`src/common/fault_sup_pkg.sv`:
```
// Summary of operation
// - Start up once enable reaches turn-on level
// - Persistent low feedback forces output low
// - Low-output trip drives power-good low
// - Low-output protection armed only enable and soft-start
// - Persistent high feedback forces output low
// - High-output protection armed only enable and soft-start
// - Undervoltage enters standby, release needs hysteresis
// - Persistent timing resistor fault forces output low
// - Timing resistor monitor active whenever enable is high and supply up
// - Soft-start timeout enters off latch
// - Any protection trip latches off
// - Off latch clears only on enable low
// - Over-temperature holds output low
// - Cut switch conduction each overcurrent cycle
// - Persistent overcurrent forces output low
package fault_sup_pkg;
   // ----------------------------------------
   // Timing
   // ----------------------------------------
   localparam int CLK_PERIOD_NS = 40;
   localparam int QUAL_TIME_NS = 500000;
   localparam int SS_TIMEOUT_NS = 64000000;
   localparam int QUAL_CYCLES = (QUAL_TIME_NS + CLK_PERIOD_NS - 1) / CLK_PERIOD_NS;
   localparam int SS_TIMEOUT_CYCLES = (SS_TIMEOUT_NS + CLK_PERIOD_NS - 1) / CLK_PERIOD_NS;
   // ----------------------------------------
   // Register map
   // ----------------------------------------
   localparam int ADDR_W = 4;
   localparam int DATA_W = 32;
   localparam logic [3:0] CTRL_ADDR = 4'h0;
   localparam logic [3:0] STATUS_ADDR = 4'h4;
   localparam logic [3:0] IRQ_STATUS_ADDR = 4'h8;
   localparam logic [3:0] IRQ_MASK_ADDR = 4'hc;
   localparam int CTRL_FORCE_OFF_BIT = 0;
   localparam int STAT_PG_BIT = 8;
   localparam int STAT_ON_BIT = 9;
   localparam int STAT_LATCH_BIT = 10;
   localparam int STAT_STANDBY_BIT = 11;
   localparam int STAT_STATE_LSB = 12;
   localparam logic [5:0] IRQ_MASK_RESET = 6'h00;
   // ----------------------------------------
   // Fault indexes
   // ----------------------------------------
   localparam int N_PERSIST = 4;
   localparam int N_FAULT = 6;
   localparam int FLT_LOW = 0;
   localparam int FLT_HIGH = 1;
   localparam int FLT_RT = 2;
   localparam int FLT_OC = 3;
   localparam int FLT_SS_TO = 4;
   localparam int FLT_THERM = 5;

   typedef enum logic [1:0] {ST_IDLE, ST_SOFT, ST_RUN, ST_LATCH} state_type;

   // Comparator results from the analog side, all asynchronous
   typedef struct packed {
      logic enable_input_level;
      logic ss_arm_level;
      logic soft_start_done_threshold;
      logic fb_below_window;
      logic fb_above_window;
      logic vin_below_lockout;
      logic vin_above_release;
      logic timing_resistor_open_short;
      logic current_limit;
      logic thermal_shutdown;
   } pins_type;
endpackage

```
`src/converter_fault_supervisor.sv`:
```
// Register access over Avalon-MM and the register addresses were decided locally.
`timescale 1ns/100ps
module converter_fault_supervisor #(
   parameter int QUAL_CYC = fault_sup_pkg::QUAL_CYCLES,
   parameter int SS_CYC = fault_sup_pkg::SS_TIMEOUT_CYCLES
) (
   input wire logic ref_clk,
   input wire logic rst_n,
   input wire fault_sup_pkg::pins_type pins,
   input wire logic [fault_sup_pkg::ADDR_W-1:0] address,
   input wire logic read,
   input wire logic write,
   input wire logic [fault_sup_pkg::DATA_W-1:0] writedata,
   output logic [fault_sup_pkg::DATA_W-1:0] readdata,
   output logic waitrequest,
   output logic converter_on,
   output logic cycle_cut,
   output logic power_good_output,
   output logic irq
);
   localparam int QW = $clog2(QUAL_CYC + 1);
   localparam int SW = $clog2(SS_CYC + 1);
   localparam int NP = fault_sup_pkg::N_PERSIST;
   localparam int NF = fault_sup_pkg::N_FAULT;
   localparam logic [QW-1:0] QLAST = QW'(QUAL_CYC - 1);
   localparam logic [SW-1:0] SLAST = SW'(SS_CYC - 1);

   typedef struct packed {
      fault_sup_pkg::pins_type s1;
      fault_sup_pkg::pins_type s2;
      fault_sup_pkg::state_type st;
      logic [NP-1:0][QW-1:0] pcnt;
      logic [SW-1:0] ss_cnt;
      logic [NF-1:0] cause;
      logic [NF-1:0] ist;
      logic [NF-1:0] imask;
      logic stby;
      logic force_off;
      logic pg;
      logic conv_on;
      logic cut;
      logic ack;
      logic [fault_sup_pkg::DATA_W-1:0] rdata;
   } regs_type;

   regs_type r;
   regs_type r_nxt;
   fault_sup_pkg::pins_type p;
   logic en;
   logic active;
   logic [NP-1:0] cond;
   logic [NF-1:0] ev;
   logic [NF-1:0] w1c;
   logic req;

   // ----------------------------------------
   // Next state
   // ----------------------------------------
   always_comb begin
      r_nxt = r;
      // First stage feeds only the second
      r_nxt.s1 = pins;
      r_nxt.s2 = r.s1;
      p = r.s2;
      en = p.enable_input_level;
      active = (r.st == fault_sup_pkg::ST_SOFT) || (r.st == fault_sup_pkg::ST_RUN);
      req = read | write;
      w1c = '0;

      // Lockout level and release level come from separate comparators,
      // so the band between them keeps the present standby state
      if (p.vin_below_lockout) begin
         r_nxt.stby = 1'b1;
      end else if (p.vin_above_release) begin
         r_nxt.stby = 1'b0;
      end

      cond[fault_sup_pkg::FLT_LOW] = p.fb_below_window && p.ss_arm_level && active;
      cond[fault_sup_pkg::FLT_HIGH] = p.fb_above_window && p.ss_arm_level && active;
      cond[fault_sup_pkg::FLT_RT] = p.timing_resistor_open_short;
      cond[fault_sup_pkg::FLT_OC] = p.current_limit && active;

      ev = '0;
      for (int i = 0; i < NP; i++) begin
         if (!en || r.stby || !cond[i]) begin
            r_nxt.pcnt[i] = '0;
         end else if (r.pcnt[i] == QLAST) begin
            ev[i] = (r.st != fault_sup_pkg::ST_LATCH);
         end else begin
            r_nxt.pcnt[i] = r.pcnt[i] + 1'b1;
         end
      end

      // Timeout counts only during soft start
      if (r.st != fault_sup_pkg::ST_SOFT || !en || r.stby) begin
         r_nxt.ss_cnt = '0;
      end else if (r.ss_cnt == SLAST) begin
         ev[fault_sup_pkg::FLT_SS_TO] = !p.soft_start_done_threshold;
      end else begin
         r_nxt.ss_cnt = r.ss_cnt + 1'b1;
      end
      ev[fault_sup_pkg::FLT_THERM] = p.thermal_shutdown && active;

      case (r.st)
         fault_sup_pkg::ST_IDLE: begin
            if (|ev) begin
               r_nxt.st = fault_sup_pkg::ST_LATCH;
            end else if (en && !r.stby && !r.force_off) begin
               r_nxt.st = fault_sup_pkg::ST_SOFT;
            end
         end
         fault_sup_pkg::ST_SOFT: begin
            if (|ev) begin
               r_nxt.st = fault_sup_pkg::ST_LATCH;
            end else if (!en || r.stby || r.force_off) begin
               r_nxt.st = fault_sup_pkg::ST_IDLE;
            end else if (p.soft_start_done_threshold) begin
               r_nxt.st = fault_sup_pkg::ST_RUN;
            end
         end
         fault_sup_pkg::ST_RUN: begin
            if (|ev) begin
               r_nxt.st = fault_sup_pkg::ST_LATCH;
            end else if (!en || r.stby || r.force_off) begin
               r_nxt.st = fault_sup_pkg::ST_IDLE;
            end
         end
         fault_sup_pkg::ST_LATCH: begin
            // Standby alone does not release; only enable low does
            if (!en) begin
               r_nxt.st = fault_sup_pkg::ST_IDLE;
            end
         end
         default: begin
            r_nxt.st = fault_sup_pkg::ST_IDLE;
         end
      endcase

      if (r.st == fault_sup_pkg::ST_LATCH && !en) begin
         r_nxt.cause = '0;
      end else begin
         r_nxt.cause = r.cause | ev;
      end

      r_nxt.conv_on = ((r_nxt.st == fault_sup_pkg::ST_SOFT) || (r_nxt.st == fault_sup_pkg::ST_RUN))
                      && !p.thermal_shutdown;
      r_nxt.pg = (r_nxt.st == fault_sup_pkg::ST_RUN);
      // Per-cycle cut follows the comparator; latency is the two sync stages plus the cut register
      r_nxt.cut = p.current_limit && r.conv_on;

      // ----------------------------------------
      // Avalon slave, one wait state per access
      // ----------------------------------------
      if (req && !r.ack) begin
         r_nxt.ack = 1'b1;
         r_nxt.rdata = '0;
         if (address == fault_sup_pkg::CTRL_ADDR) begin
            r_nxt.rdata[fault_sup_pkg::CTRL_FORCE_OFF_BIT] = r.force_off;
         end else if (address == fault_sup_pkg::STATUS_ADDR) begin
            r_nxt.rdata[NF-1:0] = r.cause;
            r_nxt.rdata[fault_sup_pkg::STAT_PG_BIT] = r.pg;
            r_nxt.rdata[fault_sup_pkg::STAT_ON_BIT] = r.conv_on;
            r_nxt.rdata[fault_sup_pkg::STAT_LATCH_BIT] = (r.st == fault_sup_pkg::ST_LATCH);
            r_nxt.rdata[fault_sup_pkg::STAT_STANDBY_BIT] = r.stby;
            r_nxt.rdata[fault_sup_pkg::STAT_STATE_LSB +: 2] = r.st;
         end else if (address == fault_sup_pkg::IRQ_STATUS_ADDR) begin
            r_nxt.rdata[NF-1:0] = r.ist;
         end else if (address == fault_sup_pkg::IRQ_MASK_ADDR) begin
            r_nxt.rdata[NF-1:0] = r.imask;
         end
      end else begin
         r_nxt.ack = 1'b0;
      end

      if (write && r.ack) begin
         if (address == fault_sup_pkg::CTRL_ADDR) begin
            r_nxt.force_off = writedata[fault_sup_pkg::CTRL_FORCE_OFF_BIT];
         end else if (address == fault_sup_pkg::IRQ_STATUS_ADDR) begin
            w1c = writedata[NF-1:0];
         end else if (address == fault_sup_pkg::IRQ_MASK_ADDR) begin
            r_nxt.imask = writedata[NF-1:0];
         end
      end
      // A new event beats a clear in the same cycle
      r_nxt.ist = (r.ist & ~w1c) | ev;
   end

   always_ff @(posedge ref_clk or negedge rst_n) begin
      if (!rst_n) begin
         r <= '0;
         r.st <= fault_sup_pkg::ST_IDLE;
         r.stby <= 1'b1;
         r.imask <= fault_sup_pkg::IRQ_MASK_RESET;
      end else begin
         r <= r_nxt;
      end
   end

   assign readdata = r.rdata;
   assign waitrequest = req && !r.ack;
   assign converter_on = r.conv_on;
   assign cycle_cut = r.cut;
   assign power_good_output = r.pg;
   assign irq = |(r.ist & r.imask);
endmodule // converter_fault_supervisor

```
`config.mk`:
```
export PLATFORM = sky130hd
export DESIGN_NAME = converter_fault_supervisor
export DESIGN_NICKNAME = d
export VERILOG_FILES = /design/src/common/fault_sup_pkg.sv /design/src/converter_fault_supervisor.sv
export SDC_FILE = /design/constraint.sdc
export NUM_CORES = 1
export LEC_CHECK = 0
export BUFFER_PORTS_ARGS = -buffer_cell sky130_fd_sc_hd__buf_2
export CAP_MARGIN = 15
export CORE_UTILIZATION = 57
export CTS_CLUSTER_DIAMETER = 50
export DETAILED_ROUTE_END_ITERATION = 12
export PLACE_DENSITY = 0.79
export SYNTH_ARGS = -nofsm -noshare
export SYNTH_HDL_FRONTEND = slang
export SYNTH_SLANG_ARGS = --single-unit
```
`constraint.sdc`:
```
create_clock -name ref_clk -period 3.09 [get_ports ref_clk]
set_input_delay 0.4635 -clock ref_clk [delete_from_list [all_inputs] [get_ports ref_clk]]
set_output_delay 0.4635 -clock ref_clk [all_outputs]
set_load 0.02 [all_outputs]
```
==> results_dict.tcl, run 1 <==
set metrics [dict create \
    status "finished, final reports clean" \
    p_leak_nw 3.19 \
    die_w_um 107 \
    rsz0062_at_grt "false" \
    num_vias 4565 \
    postCtsHoldBufs 0 \
    grt-ovfl-total 0 \
    grt_pass1_vias 4481 \
    cpMostUsedCell "ha_1" \
    p_switching_mw 1.07 \
    cp-end-kind "flop" \
    vias_per_cell 5.70 \
    r2r_slack_ns 0.46 \
    fin_nets 708 \
    hold_viol 0 \
    synth_top_flop_cell "dfrtp_1" \
    synth_top_area_share_pct 52.9 \
    num_antenna_cells 0 \
    tightest_slew_ns 0.791 \
    worstReg2RegEnd "converter_on$_DFF_PN0_" \
    setup_violations 0 \
    initial_utilization_pct 58.5 \
    yosys.area.top_type "dfrtp_1" \
    cpMaxStageDelayCell "or4_1" \
    post_cts_buffers 0 \
    critPathMaxStageDelay_ns 0.54 \
    worstSetupPathType "flop to flop" \
    htreeDepth 4 \
    p_per_area_mw_per_mm2 623 \
    peakVddDrop_uv 376 \
    io_pins 87 \
    pwr-share-seq_pct 42.9 \
    gp_congestion 0.798 \
    fp.coreArea_mm2 0.0108 \
    hold_slack_ns 0.0110 \
    max_freq_mhz 380 \
    multi_input_area_mm2 0.00272 \
    clock_latency_ns 0.53 \
    die_y_um 107 \
    syn_inst 603 \
    drc_errors 0 \
    start_kind "flop" \
    synth_most_common_cell "dfrtp_1" \
    firstDrtPassIters 4 \
    crit_path_end "converter_on$_DFF_PN0_" \
    critPathTopFamily "simple AND/OR/NAND/NOR gates" \
    ys_seq_area_share_pct 53.3 \
    fin_skew_ns 0.00865 \
    dpl_cell_area_mm2 0.00660 \
    final_max_slew_viol_count 0 \
    synth_area_mm2 0.00634 \
    synth_edf_count 0 \
    seq_area_mm2 0.00338 \
    grt_pass1_wl_um 21300 \
    ant_nets 0 \
    crit_buf_inv 0 \
    yosysWarningCount 0 \
    clockBufferDepth 2 \
    critical_path.max_fanout 6 \
    hold_path.class "input port to asynchronous set/reset pin" \
    dpl_worst_slack_ns 0.502 \
    ys_ff_latch 135 \
    cp.arrival_ns 3.09 \
    track_usage_pct 24.3 \
    avgSynthCellArea_um2 10.5 \
    p_int_mw 3.43 \
    ff2ff_path_depth 7 \
    cts_tree "yes" \
    dp_hpwl_um 8350 \
    fin_crit_ns 2.63 \
    cp_data_required_time_ns 3.55 \
    path_cells "ha_1 -> or4b_1 -> or4_1 -> a41oi_1 -> o31a_2 -> ha_1 -> nor2_1" \
    fillers 784 \
    numCtsBuffers 17 \
    path_depth 7 \
    synthToLayoutAreaGrowth_pct 13.9 \
    core.rowCount 38 \
    cts_root_buffer "clkbuf_8" \
    tns_ns 0 \
    crit_start "r[105]$_DFFE_PN0P_" \
    fin_area_mm2 0.00722 \
    grt_max_degree 61 \
    drtIter0Drc 302 \
    synth_cell_type_count 56 \
    pwr-share-clk_pct 47.0 \
    maxCapViolations 0 \
    reg2reg_from "r[105]$_DFFE_PN0P_" \
    async_reset_ff_share_pct 100 \
    die_area_mm2 0.0116 \
    finalWirelength_um 12600 \
    numPortBuffers 40 \
    clock-sinks 135 \
    synthTopCellsByArea "dfrtp_1 (53%), xor2_1 (5.0%), nor2_1 (4.8%)" \
    swShare_pct 23.8 \
    maxSlewHeadroom_pct 47.2 \
    path_clk_slew_ns 0.06 \
    cts_resized 0 \
    setup_slack_ns 0.460 \
    netlist_top_cells_count "dfrtp_1 (134), nor2_1 (81), nand2_1 (57), xor2_1 (36), buf_4 (32)" \
    antenna_found_initial 0 \
    post_route_cells_drive_above_1_share_pct 16.2 \
    combPwrFrac_pct 10.2 \
    wl_per_cell_um 15.7 \
    finalPower_mw 4.50 \
    min_period_over_period_pct 85.1 \
]
cell type report:
cell class	instances	share of cell area, %
tap	140	2.42
inverter	8	0.416
multi-input combinational	435	37.6
clock buffer	25	6.70
timing repair buffer	51	4.12
sequential	135	46.8
clock inverter	7	1.96
cells by family after synthesis:
kind of cell | after synthesis | synth area share, %
AOI/OAI and AO/OA | 73 | 7.85
xor gates and xnor gates | 60 | 8.29
adders and majority gates | 10 | 1.97
buffers and inverters | 52 | 4.99
DFF | 135 | 53.3
muxes | 17 | 3.12
other | 1 | 0.0591
and+or+nand+nor | 255 | 20.4
registers in the layout (all words and copies together), names as in the netlist:
signal	count
r	110
readdata	12
p	8
cond	1
converter_on	1
cycle_cut	1
en	1
power_good_output	1
cell usage in the layout (no fill, tap or decap), types with 6 or more instances in the layout:
cell / count
a21oi_1: 18
a22o_1: 8
a22oi_1: 8
and3_1: 16
buf_2: 39
buf_4: 11
clkbuf_16: 16
conb_1: 20
dfrtp_1: 134
ha_1: 10
inv_1: 8
mux2_2: 12
nand2_1: 57
nand2b_1: 6
nand3_1: 22
nand4_1: 17
nor2_1: 81
nor3_1: 7
o21ai_0: 17
or3_1: 6
xnor2_1: 24
xor2_1: 36
layer usage:
metal / GRT usage (%) / up-vias / share of wire, %
li1: - / 2126 / -
met2: 37.4 / 150 / 47
met4: 10.6 / 0 / 2.5
met3: 6.17 / 32 / 5.5
met1: 32.6 / 2257 / 45
met5: 0 / - / 0
how the worst min path moves through the flow:
stage	startpoint	end	slack [ns]
finish	rst_n	readdata[13]$_DFFE_PN0P_	0.01
global route	pins[2]	r[147]$_DFF_PN0_	0.02
CTS	pins[2]	r[147]$_DFF_PN0_	0.01
detailed placement	r[146]$_DFF_PN0_	p[1]$_DFF_PN0_	0.34
global placement	r[151]$_DFF_PN0_	p[6]$_DFF_PN0_	0.33
floorplan	rst_n	cond[2]$_DFF_PN0_	0.17
power by group through the flow:
stage,Clock (mW),Combinational (mW),Sequential [mW]
after floorplan,0,0.324,1.94
after global placement,0,0.435,1.95
after detailed placement,0,0.452,1.96
after CTS,2.15,0.461,1.93
after global routing,2.24,0.507,1.94
final,2.12,0.458,1.93
per-stage QoR:
| step | utilization, % | instances |
|---|---|---|
| after floorplan | - | 622 |
| after CTS | 66.6 | 801 |
| after global placement | 60.9 | 769 |
| after detailed placement | 60.9 | 769 |
| after global routing | 66.6 | 801 |
| final | 66.6 | 801 |
No activity file was read; power rests on OpenSTA's default activity.
==> run 2: changes to the inputs <==
==> constraint.sdc (replaced) <==
create_clock -name ref_clk -period 3.09 [get_ports ref_clk]
set_input_delay 0.618 -clock ref_clk [delete_from_list [all_inputs] [get_ports ref_clk]]
set_output_delay 0.618 -clock ref_clk [all_outputs]
set_load 0.02 [all_outputs]
==> run 2 against run 1 <==
  * Via count increased by 0.35%
  * Utilization decreased by 0.68 points
  * Cell count unchanged
  * Combinational power about the same
  * Non-clock buffer count increased by 1
  * Clock-buffer cell count decreased by 5
  * Fmax decreased by 1.7%
==> results_dict.tcl, run 2 (same netlist as run 1, synthesis figures left out) <==
set metrics [dict create \
    final_common_cell "dfrtp_1" \
    path_depth 7 \
    start_kind "flop" \
    cts_resized 0 \
    antenna_found_initial 0 \
    fillers 814 \
    die_area_mm2 0.0116 \
    num_vias 4581 \
    fp.coreArea_mm2 0.0108 \
    reg2reg_from "r[105]$_DFFE_PN0P_" \
    htreeDepth 4 \
    post_cts_buffers 0 \
    synthToLayoutAreaGrowth_pct 12.8 \
    maxCapViolations 0 \
    postCtsHoldBufs 0 \
    busiest_layer "met2" \
    die_w_um 107 \
    dpl_worst_slack_ns 0.467 \
    hold_viol 0 \
    grt_util_met1_pct 31.6 \
    min_period_over_period_pct 86.5 \
    cp.arrival_ns 3.11 \
    finalWirelength_um 12500 \
    fin_nets 709 \
    path_cells "ha_1 -> or4b_1 -> or4_1 -> a41oi_1 -> o31a_2 -> ha_1 -> nor2_1" \
    clockBufferDepth 2 \
    gp_congestion 0.823 \
    core.rowCount 38 \
    initial_utilization_pct 58.5 \
    path_clk_slew_ns 0.06 \
    utilization_pct 66.0 \
    cpMostUsedCell "ha_1" \
    fin_crit_ns 2.67 \
    setup_slack_ns 0.416 \
    track_usage_pct 24.0 \
    numCtsBuffers 17 \
    clock-sinks 135 \
    numPortBuffers 40 \
    p_per_area_mw_per_mm2 594 \
    fin_skew_ns 0.00698 \
    grt_pass1_wl_um 21300 \
    critical_path.max_fanout 6 \
    cpMaxStageDelayCell "or4_1" \
    setup_violations 0 \
    ff2ff_path_depth 7 \
    top_register "r" \
    largest_reg_flops 110 \
    vias_per_cell 5.72 \
    worstReg2RegEnd "converter_on$_DFF_PN0_" \
    use_met2_pct 38.6 \
    grt-ovfl-total 0 \
    critPathMaxStageDelay_ns 0.55 \
    status "finished, final reports clean" \
    r2r_slack_ns 0.42 \
    die_y_um 107 \
    ant_nets 0 \
    cp-end-kind "flop" \
    critPathTopFamily "simple AND/OR/NAND/NOR gates" \
    final_cell_mix "dfrtp_1 (134), nor2_1 (81), nand2_1 (57)" \
    wl_per_cell_um 15.6 \
    grt_max_degree 69 \
    final_max_slew_viol_count 0 \
    clock_latency_ns 0.52 \
    post_route_cells_drive_above_1_share_pct 16.8 \
    io_pins 87 \
    max_freq_mhz 374 \
    p_leak_nw 3.16 \
    tightest_slew_ns 0.857 \
    met3_usage_pct 6.42 \
    crit_buf_inv 0 \
    num_antenna_cells 0 \
    peakVddDrop_uv 423 \
    worstSetupPathType "flop to flop" \
    drc_errors 0 \
    rsz0062_at_grt "false" \
    cp_data_required_time_ns 3.53 \
    maxSlewHeadroom_pct 42.9 \
    tns_ns 0 \
    dp_hpwl_um 8600 \
    grt_pass1_vias 4551 \
    cts_tree "yes" \
    hold_path.class "input port to asynchronous set/reset pin" \
    firstDrtPassIters 5 \
    cts_root_buffer "clkbuf_8" \
    drtIter0Drc 315 \
]
==> run 2: changes by cell type in the layout (fill, tap and decap cells not counted), moves of 2 or more <==
cell,change
clkinv_2,+2
clkbuf_1,-4
clkinv_4,+2
buf_4,+2
bufinv_16,-3
clkinvlp_4,+3
==> run 2: how the worst max path moves through the flow <==
stage                       startpoint                     end  slack (ns)
floorplan           r[105]$_DFFE_PN0P_  converter_on$_DFF_PN0_        0.75
CTS                 r[106]$_DFFE_PN0P_  converter_on$_DFF_PN0_        0.44
finish              r[105]$_DFFE_PN0P_  converter_on$_DFF_PN0_        0.42
global route        r[105]$_DFFE_PN0P_  converter_on$_DFF_PN0_        0.31
detailed placement  r[106]$_DFFE_PN0P_  converter_on$_DFF_PN0_        0.47
global placement    r[105]$_DFFE_PN0P_  converter_on$_DFF_PN0_        0.57
==> run 2: per-stage QoR <==
| stage | hold slack (ns) | cells | area (um2) | total power, mW |
|---|---|---|---|---|
| after floorplan | 0.322 | 622 | 6410 | 2.27 |
| after global placement | 0.334 | 770 | 6590 | 2.39 |
| after detailed placement | 0.335 | 770 | 6590 | 2.41 |
| after CTS | 0.171 | 801 | 7150 | 4.28 |
| after global routing | 0.171 | 801 | 7150 | 4.42 |
| final | 0.179 | 801 | 7150 | 4.25 |
==> run 2: report_power, final <==
group / internal [mW] / switching, mW
clock: 1.12 / 0.737
sequential: 1.85 / 0.0776
combinational: 0.179 / 0.279
total: 3.15 / 1.09
==> run 2: per-layer routing <==
layer  part of all wire (%)  up-vias
met1                     45     2259
li1                       -     2124
met2                     48      173
met4                    1.8        0
met3                    5.0       25
met5                      0        -
==> run 2: worst reg2reg max path, cell delays in order (launching register included) <==
cell	delay, ns
dfrtp_1	0.41
ha_1	0.28
or4b_1	0.45
or4_1	0.55
a41oi_1	0.36
o31a_2	0.21
ha_1	0.22
nor2_1	0.13
==> run 2: layout make-up <==
| cell class | instances | area (um2) | share of cell area, % |
|---|---|---|---|
| inverters | 8 | 30.0 | 0.420 |
| clock buffers | 20 | 455 | 6.37 |
| multi-input cells | 435 | 2720 | 38.0 |
| clock inverters | 11 | 101 | 1.42 |
| flip-flops and latches | 135 | 3380 | 47.3 |
| well taps | 140 | 175 | 2.45 |
| repair buffers | 52 | 293 | 4.09 |
